[config.mk]
export PLATFORM = sky130hd
export DESIGN_NAME = rdc_status_outputs
export DESIGN_NICKNAME = d
export VERILOG_FILES = /design/src/rtl/rdc_status_pkg.sv /design/src/rtl/excite_nco.sv /design/src/rtl/rdc_status_outputs.sv
export VERILOG_INCLUDE_DIRS = /design/src /design/src/rtl
export SDC_FILE = /design/constraint.sdc
export NUM_CORES = 1
export LEC_CHECK = 0
export BUFFER_PORTS_ARGS = -buffer_cell sky130_fd_sc_hd__buf_2
export CAP_MARGIN = 20
export CORE_ASPECT_RATIO = 1.25
export CORE_MARGIN = 5
export CORE_UTILIZATION = 55
export CTS_CLUSTER_DIAMETER = 150
export DETAILED_ROUTE_END_ITERATION = 10
export HOLD_SLACK_MARGIN = 0.15
export PLACE_DENSITY_LB_ADDON = 0.3
export SLEW_MARGIN = 20
export SYNTH_ARGS = -nofsm -noshare
export SYNTH_HDL_FRONTEND = slang
export SYNTH_SLANG_ARGS = --single-unit
[constraint.sdc]
create_clock -name i_clk -period 3.8 [get_ports i_clk]
set_input_delay 0.19 -clock i_clk [delete_from_list [all_inputs] [get_ports i_clk]]
set_output_delay 0.19 -clock i_clk [all_outputs]
set_load 0.02 [all_outputs]
[src/rtl/rdc_status_map.svh]
`ifndef RDC_STATUS_MAP_SVH
`define RDC_STATUS_MAP_SVH

// Angle word width
`define ANGLE_W 12
// Error thresholds in angle LSBs (4096 per turn): 5 deg set, 1 deg release
`define TRACK_SET_LSB 12'd57
`define TRACK_CLR_LSB 12'd11
// Excitation phase step per clock for each select code (32-bit accumulator)
`define EXC_STEP_00 32'h0000_5000
`define EXC_STEP_01 32'h0000_6000
`define EXC_STEP_10 32'h0000_7800
`define EXC_STEP_11 32'h0000_a000
// Reset values
`define RST_FLAG_N 1'b1
`define RST_DIR 1'b1

`endif

[src/rtl/rdc_status_pkg.sv]
package rdc_status_pkg;

    // Fault class shown on the flag pair, in priority order
    typedef enum logic [1:0] {
        FAULT_NONE,
        FAULT_TRACK,
        FAULT_DEGRADE,
        FAULT_MISSING
    } fault_t;

endpackage : rdc_status_pkg

[src/rtl/excite_nco.sv]
`timescale 1ns/1ns
`include "rdc_status_map.svh"

module excite_nco
(
    // Clock and reset
    input wire logic i_clk,
    input wire logic i_nrst,
    // Frequency select, already synchronised
    input wire logic [1:0] i_sel,
    // Excitation phase
    output logic [7:0] o_phase
);

    logic [31:0] acc_q;
    logic [31:0] step;

    always_comb
    begin
        case (i_sel)
            2'h0: step = `EXC_STEP_00;
            2'h1: step = `EXC_STEP_01;
            2'h2: step = `EXC_STEP_10;
            default: step = `EXC_STEP_11;
        endcase
    end

    always_ff @(posedge i_clk or negedge i_nrst)
    begin
        if (!i_nrst)
            acc_q <= 32'h0;
        else
            acc_q <= acc_q + step;
    end

    assign o_phase = acc_q[31:24];

endmodule : excite_nco

[src/rtl/rdc_status_outputs.sv]
// Behaviour
// - Quadrature output B runs freely from angle
// - Revolution marker driven continuously with encoder
// - Direction high while angle increases
// - Degradation flag low on overrange input
// - Overrange degradation follows condition, not held
// - Tracking fault low, clears when fault ends
// - Excitation frequency set by two selects
// - Flag pair encodes fault class by priority
// - Tracking fault hysteresis: set 5, clear 1
// - Mismatch degradation held until sample rising edge
`timescale 1ns/1ns
`include "rdc_status_map.svh"

module rdc_status_outputs
(
    // Clock and reset
    input wire logic i_clk,
    input wire logic i_nrst,
    // Tracked angle and loop error from the tracking loop (same clock)
    input wire logic [11:0] i_angle,
    input wire logic [11:0] i_track_err,
    input wire logic i_rate_over,
    // Analog monitor comparator results (asynchronous)
    input wire logic i_input_over,
    input wire logic i_input_mismatch,
    input wire logic i_input_missing,
    // Host pins (asynchronous)
    input wire logic i_sample,
    input wire logic i_excite_freq_sel_0,
    input wire logic i_excite_freq_sel_1,
    // Encoder emulation
    output logic o_quad_a,
    output logic o_quad_b,
    output logic o_revolution_marker,
    output logic o_direction,
    // Fault flags
    output logic o_degradation_flag_n,
    output logic o_tracking_fault_n,
    // Excitation phase to the sine table
    output logic [7:0] o_excitation_out
);

    // ==========================================================
    // Pin synchronisers
    // ==========================================================
    logic [5:0] sync1_q;
    logic [5:0] sync2_q;
    logic sample_prev_q;

    always_ff @(posedge i_clk or negedge i_nrst)
    begin
        if (!i_nrst)
        begin
            sync1_q <= 6'h0;
            sync2_q <= 6'h0;
        end
        else
        begin
            sync1_q <= {i_input_over, i_input_mismatch, i_input_missing,
                        i_sample, i_excite_freq_sel_1, i_excite_freq_sel_0};
            sync2_q <= sync1_q;
        end
    end

    logic over_s;
    logic mism_s;
    logic miss_s;
    logic sample_s;
    logic sample_rise;
    assign over_s = sync2_q[5];
    assign mism_s = sync2_q[4];
    assign miss_s = sync2_q[3];
    assign sample_s = sync2_q[2];
    assign sample_rise = sample_s & ~sample_prev_q;

    always_ff @(posedge i_clk or negedge i_nrst)
    begin
        if (!i_nrst)
            sample_prev_q <= 1'b0;
        else
            sample_prev_q <= sample_s;
    end

    // ==========================================================
    // Excitation
    // ==========================================================
    logic [7:0] phase;

    excite_nco u_nco
    (
        .i_clk(i_clk),
        .i_nrst(i_nrst),
        .i_sel(sync2_q[1:0]),
        .o_phase(phase)
    );

    always_ff @(posedge i_clk or negedge i_nrst)
    begin
        if (!i_nrst)
            o_excitation_out <= 8'h0;
        else
            o_excitation_out <= phase;
    end

    // ==========================================================
    // Encoder emulation
    // ==========================================================
    logic [11:0] angle_prev_q;

    always_ff @(posedge i_clk or negedge i_nrst)
    begin
        if (!i_nrst)
            angle_prev_q <= 12'h0;
        else
            angle_prev_q <= i_angle;
    end

    // Gray of the two low bits gives A/B a quarter cycle apart; the phase
    // order flips by itself when the angle counts down
    always_ff @(posedge i_clk or negedge i_nrst)
    begin
        if (!i_nrst)
        begin
            o_quad_a <= 1'b0;
            o_quad_b <= 1'b0;
            o_revolution_marker <= 1'b0;
            o_direction <= `RST_DIR;
        end
        else
        begin
            o_quad_a <= i_angle[1];
            o_quad_b <= i_angle[1] ^ i_angle[0];
            o_revolution_marker <= (i_angle == 12'h0);
            // Modular step: a difference in the upper half means counting down
            if (i_angle != angle_prev_q)
                o_direction <= (12'(i_angle - angle_prev_q) <= 12'h7ff);
        end
    end

    // ==========================================================
    // Fault detection
    // ==========================================================
    logic track_q;
    logic mism_hold_q;
    logic miss_hold_q;
    logic [11:0] err_abs;
    assign err_abs = i_track_err[11] ? 12'(-i_track_err) : i_track_err;

    always_ff @(posedge i_clk or negedge i_nrst)
    begin
        if (!i_nrst)
            track_q <= 1'b0;
        else if (i_rate_over || err_abs > `TRACK_SET_LSB)
            track_q <= 1'b1;
        else if (err_abs < `TRACK_CLR_LSB)
            track_q <= 1'b0;
    end

    // Latched classes: a new event wins over a sample edge in the same cycle
    always_ff @(posedge i_clk or negedge i_nrst)
    begin
        if (!i_nrst)
        begin
            mism_hold_q <= 1'b0;
            miss_hold_q <= 1'b0;
        end
        else
        begin
            if (mism_s)
                mism_hold_q <= 1'b1;
            else if (sample_rise)
                mism_hold_q <= 1'b0;
            if (miss_s)
                miss_hold_q <= 1'b1;
            else if (sample_rise)
                miss_hold_q <= 1'b0;
        end
    end

    rdc_status_pkg::fault_t fault;
    always_comb
    begin
        if (miss_hold_q)
            fault = rdc_status_pkg::FAULT_MISSING;
        else if (over_s || mism_hold_q)
            fault = rdc_status_pkg::FAULT_DEGRADE;
        else if (track_q)
            fault = rdc_status_pkg::FAULT_TRACK;
        else
            fault = rdc_status_pkg::FAULT_NONE;
    end

    always_ff @(posedge i_clk or negedge i_nrst)
    begin
        if (!i_nrst)
        begin
            o_degradation_flag_n <= `RST_FLAG_N;
            o_tracking_fault_n <= `RST_FLAG_N;
        end
        else
        begin
            case (fault)
                rdc_status_pkg::FAULT_MISSING:
                begin
                    o_degradation_flag_n <= 1'b0;
                    o_tracking_fault_n <= 1'b0;
                end
                rdc_status_pkg::FAULT_DEGRADE:
                begin
                    o_degradation_flag_n <= 1'b0;
                    o_tracking_fault_n <= 1'b1;
                end
                rdc_status_pkg::FAULT_TRACK:
                begin
                    o_degradation_flag_n <= 1'b1;
                    o_tracking_fault_n <= 1'b0;
                end
                default:
                begin
                    o_degradation_flag_n <= 1'b1;
                    o_tracking_fault_n <= 1'b1;
                end
            endcase
        end
    end

    // ==========================================================
    // Assertions
    // ==========================================================
    a_quad_b_follow: assert property (@(posedge i_clk) disable iff (!i_nrst)
        o_quad_b == ($past(i_angle[1]) ^ $past(i_angle[0])))
        else $error("quad b wrong");
    a_quad_a_follow: assert property (@(posedge i_clk) disable iff (!i_nrst)
        o_quad_a == $past(i_angle[1]))
        else $error("quad a wrong");
    a_marker_zero: assert property (@(posedge i_clk) disable iff (!i_nrst)
        (i_angle == 12'h0) |=> o_revolution_marker)
        else $error("marker missed");
    a_dir_up: assert property (@(posedge i_clk) disable iff (!i_nrst)
        (i_angle == angle_prev_q + 12'h1) |=> o_direction)
        else $error("direction not high");
    a_degrade_over: assert property (@(posedge i_clk) disable iff (!i_nrst)
        over_s |=> !o_degradation_flag_n)
        else $error("degrade flag missing");
    a_degrade_release: assert property (@(posedge i_clk) disable iff (!i_nrst)
        (!over_s && !mism_hold_q && !miss_hold_q) |=> o_degradation_flag_n)
        else $error("degrade flag held");
    a_track_hyst: assert property (@(posedge i_clk) disable iff (!i_nrst)
        (track_q && !i_rate_over && err_abs >= `TRACK_CLR_LSB
         && err_abs <= `TRACK_SET_LSB) |=> track_q)
        else $error("hysteresis lost");
    a_track_pin: assert property (@(posedge i_clk) disable iff (!i_nrst)
        (track_q && !miss_hold_q && !over_s && !mism_hold_q) |=> !o_tracking_fault_n)
        else $error("tracking pin wrong");
    a_missing_pair: assert property (@(posedge i_clk) disable iff (!i_nrst)
        miss_hold_q |=> (!o_degradation_flag_n && !o_tracking_fault_n))
        else $error("missing pair wrong");
    a_mism_hold: assert property (@(posedge i_clk) disable iff (!i_nrst)
        (mism_hold_q && !sample_rise) |=> mism_hold_q)
        else $error("mismatch released early");
    a_excite_out: assert property (@(posedge i_clk) disable iff (!i_nrst)
        o_excitation_out == $past(phase))
        else $error("excitation stale");

    c_track_fault: cover property (@(posedge i_clk) disable iff (!i_nrst)
        $fell(o_tracking_fault_n));
    c_mism_clear: cover property (@(posedge i_clk) disable iff (!i_nrst)
        mism_hold_q && sample_rise && !mism_s);
    c_dir_down: cover property (@(posedge i_clk) disable iff (!i_nrst)
        $fell(o_direction));

endmodule : rdc_status_outputs

==> impl_results.md <==
- Post-Synthesis Cell Area: 2720 µm²
- Worst Max-Slew Pin Slew: 0.657 ns
- Rel. slew slack: about 56%
- Ys flop type: dfrtp_1
- Cell variety after synth: 46
- CP startpoint: sync2_q[0]
- Critical Path Start Type: register
- Vias in the first global route: roughly 2100
- Post-synthesis xor/xnor area fraction: 6.76%
- Wire per inst: ~14 µm
- Adder-Cell Fraction of Synth Area: under 10%
- Fillers: approximately 350
- Simple-gate area share of the yosys netlist: between 10% and 20%
- IO Pins: 47
- PortBufs: 46
- N_diodes: 0
- Final Setup Violations: 0
- Post-Place Cells: between 300 and 400
- Largest net degree at the start of global routing: 35
- First-pass GRT wire length: between 9000 and 10000 µm
- First-pass DRT Iterations: 4
- Non-Filler Instances: 372
- Most frequent cells after synthesis: dfrtp_1, inv_1, ha_1
- Iteration-0 DRC Markers: 114
- CP top delay family: compound AO/OA/AOI/OAI gates
- Dpl hpwl: around 3600 µm
- Slowest cell on crit path: a21boi_1
- Antenna violations before repair: 0
- GPL Wtd Cong: around 0.79
- Yosys warns: 0
- DRC: 0
- Clock Skew: between 0.006 and 0.007 ns
- Die H: between 80 and 90 µm
- RR Endpoint: u_nco.acc_q[17]
- CORE AREA: roughly 4800 µm²
- Main combinational cell family by area after synthesis: compound AO/OA/AOI/OAI gates
- Status: finished clean
- Vias per cell: around 5.3
- Internal: around 0.0012 W
- Placement row count: 28
- Clock power share: between 30% and 40%
- Max FO, Critical Path: 9
- Postcts setup bufs: 0
- Critical Path RT: approximately 4.0 ns
- Initial core utilization: between 50% and 60%
- Synth area leader: dfrtp_1
- Comb pwr share: roughly a fifth
- Crit end category: register
- Grt total ovfl: 0
- Min-delay worst type: primary input to register
- Number of flops mapped to enable cells by yosys: 0
- Max Slew Vio Count: 0
- Syn avg cell area: 11.7 µm²
- CTS sink count: 62
- Clk pin slew, worst setup/hold paths: 0.06 ns
- Synth area leaders: dfrtp_1, ha_1, xnor2_1, inv_1, dfstp_2
- Flop-to-flop setup slack: 1.29 ns
- Final Cycle Share: about two thirds
- Cell area power density: 502 nW/µm²
- Antenna viol nets, final: 0
- CP Class: register to register
- CP peak stage delay: roughly 0.56 ns
- Worst-case reg-to-reg path depth: 9
- Worst Setup EP: u_nco.acc_q[17]
- Sw frac: between 20% and 30%
- Post-synth ARST share: 100%
- Max-Cap Viols: 0
- Unrepaired setup endpoints after global routing: false
- Final Hold Viols: 0
- Sequential share of power: between 40 and 50%
- CP bufs+invs: 1
- Mux cell area share after synthesis: less than 1%
- CP Cell Sequence: nor2b_1 > ha_1 > inv_1 > fa_1 > nor2b_1 > o21ai_0 > a21boi_1 > o21ai_0 > xnor2_1
- Post-synth top area share: a little over half
- TNS Setup: 0 ns
- Root Driver: clkbuf_8
- Die Span X: 72.9 µm
- Synth Area in Compound Gates: between 10% and 20%
- Final wirelength: roughly 5200 µm
- Seq cells post-synth: between 60 and 70
- Post-layout min period: around 2.5 ns
- Post-synthesis net count: 284
- Clk buf depth: 2
- Clock latency on the worst-skew pair: ~0.32 ns
- Seq/Total Area, Yosys: 57.2%
- Achievable Freq: 399 MHz
- P_leak: ~1.7 nW
- Clock H-tree levels: 3
- Via count: 1975
- Layout cells sized above 1: between 20% and 30%
- CTS tree: yes
- Crit path depth: 9
- Count leader, synth: dfrtp_1
- CTS Buf Count: 9
- Synthesized instance count: roughly 230
- Critical path arrival: ~2.7 ns
- Worst vdd ir: 0.478 mV
- Total GRT Usage: between 10% and 20%
- Die area: ~6500 µm²
- Area grow syn2layout: 25.8%
- Worst r2r src: sync2_q[0]
- # nets final: ~360
- NetSw: approximately 0.00048 W
layout make-up:
class	count	area, µm²	share of cell area, %
Sequential cell	62	1560	45.5
Multi-Input combinational cell	143	1060	31.1
Timing Repair Buffer	67	438	12.8
Clock buffer	12	155	4.54
Inverter	24	90.1	2.63
Tap cell	60	75.1	2.19
Clock inverter	4	45.0	1.32
worst min-delay path, delay by kind of cell:
kind	cells	cell delay [ns]
AND/OR/NAND/NOR	3	0.19
buffers and inverters	1	0.09
AO/OA/AOI/OAI	1	0.06
cell usage in the layout (no fill, tap or decap), types with 4 or more instances in the layout:
| master | count |
|---|---|
| ha_1 | 18 |
| nand4_1 | 4 |
| xnor2_1 | 15 |
| dlygate4sd3_1 | 20 |
| nand2_1 | 8 |
| clkbuf_8 | 11 |
| inv_1 | 24 |
| nor3_1 | 5 |
| a211oi_1 | 4 |
| nor2_1 | 13 |
| o211ai_1 | 4 |
| o21ai_0 | 9 |
| a21oi_1 | 7 |
| dfrtp_1 | 59 |
| a21o_1 | 6 |
| nor2b_1 | 6 |
| xor2_1 | 6 |
| buf_2 | 46 |
worst min path at each step:
stage / from / endpoint / slack [ns] / depth (start not counted)
6_report: i_track_err[8] / track_q / 0.24 / 5
2_1_floorplan: i_nrst / angle_prev_q[0] / -0.11 / 0
4_1_cts: i_track_err[8] / track_q / 0.22 / 5
3_3_place_gp: i_nrst / track_q / 0.25 / 1
3_5_place_dp: i_nrst / angle_prev_q[7] / 0.25 / 1
5_1_grt: i_track_err[8] / track_q / 0.25 / 5
kinds of logic after synthesis:
kind of cell	Yosys count
buffers and inverters	27
AOI/OAI and AO/OA	46
xor gates and xnor gates	21
DFF	62
and+or+nand+nor	56
adders and majority gates	19
muxes	1
layer usage:
| layer | global-route usage (%) | wire, µm |
|---|---|---|
| met1 | 21.6 | 2190 |
| met2 | 31.2 | 2640 |
| met3 | 3.07 | 221 |
| met4 | 11.1 | 153 |
| met5 | 0 | 0 |
power groups by stage:
stage,Sequential (W),Clock (W),Combinational (W)
global route,0.000800,0.000623,0.000403
global placement,0.000798,0,0.000321
finish,0.000790,0.000573,0.000355
CTS,0.000790,0.000588,0.000359
detailed placement,0.000800,0,0.000337
floorplan,0.000795,0,0.000235
sequential cells by signal (all words and copies together), names as in the netlist:
| signal | cells |
|---|---|
| track_q | 1 |
| angle_prev_q | 12 |
| u_nco.acc_q | 21 |
| mism_hold_q | 1 |
| sync1_q | 6 |
| o_excitation_out | 8 |
| o_quad_b | 1 |
| o_degradation_flag_n | 1 |
| o_tracking_fault_n | 1 |
| miss_hold_q | 1 |
| o_revolution_marker | 1 |
| o_direction | 1 |
| sample_prev_q | 1 |
| sync2_q | 6 |
metrics by stage:
stage | setup slack, ns | area, µm² | util (%) | power, W | hold slack [ns]
2_1_floorplan | 1.66 | 2720 | - | 0.00103 | -0.106
3_3_place_gp | 1.41 | 3020 | 63.4 | 0.00112 | 0.250
3_5_place_dp | 1.30 | 3020 | 63.4 | 0.00114 | 0.253
4_1_cts | 1.25 | 3420 | 71.8 | 0.00174 | 0.221
5_1_grt | 0.993 | 3420 | 71.8 | 0.00183 | 0.251
6_report | 1.29 | 3420 | 71.8 | 0.00172 | 0.236
timing repair:
action                     in CTS  in global routing
setup endpoints to repair       0                  0
hold buffers                   20                  0
hold endpoints to repair       45                  0
gates resized for setup         0                  0
Note: power is estimated with default switching activity, not from simulation.
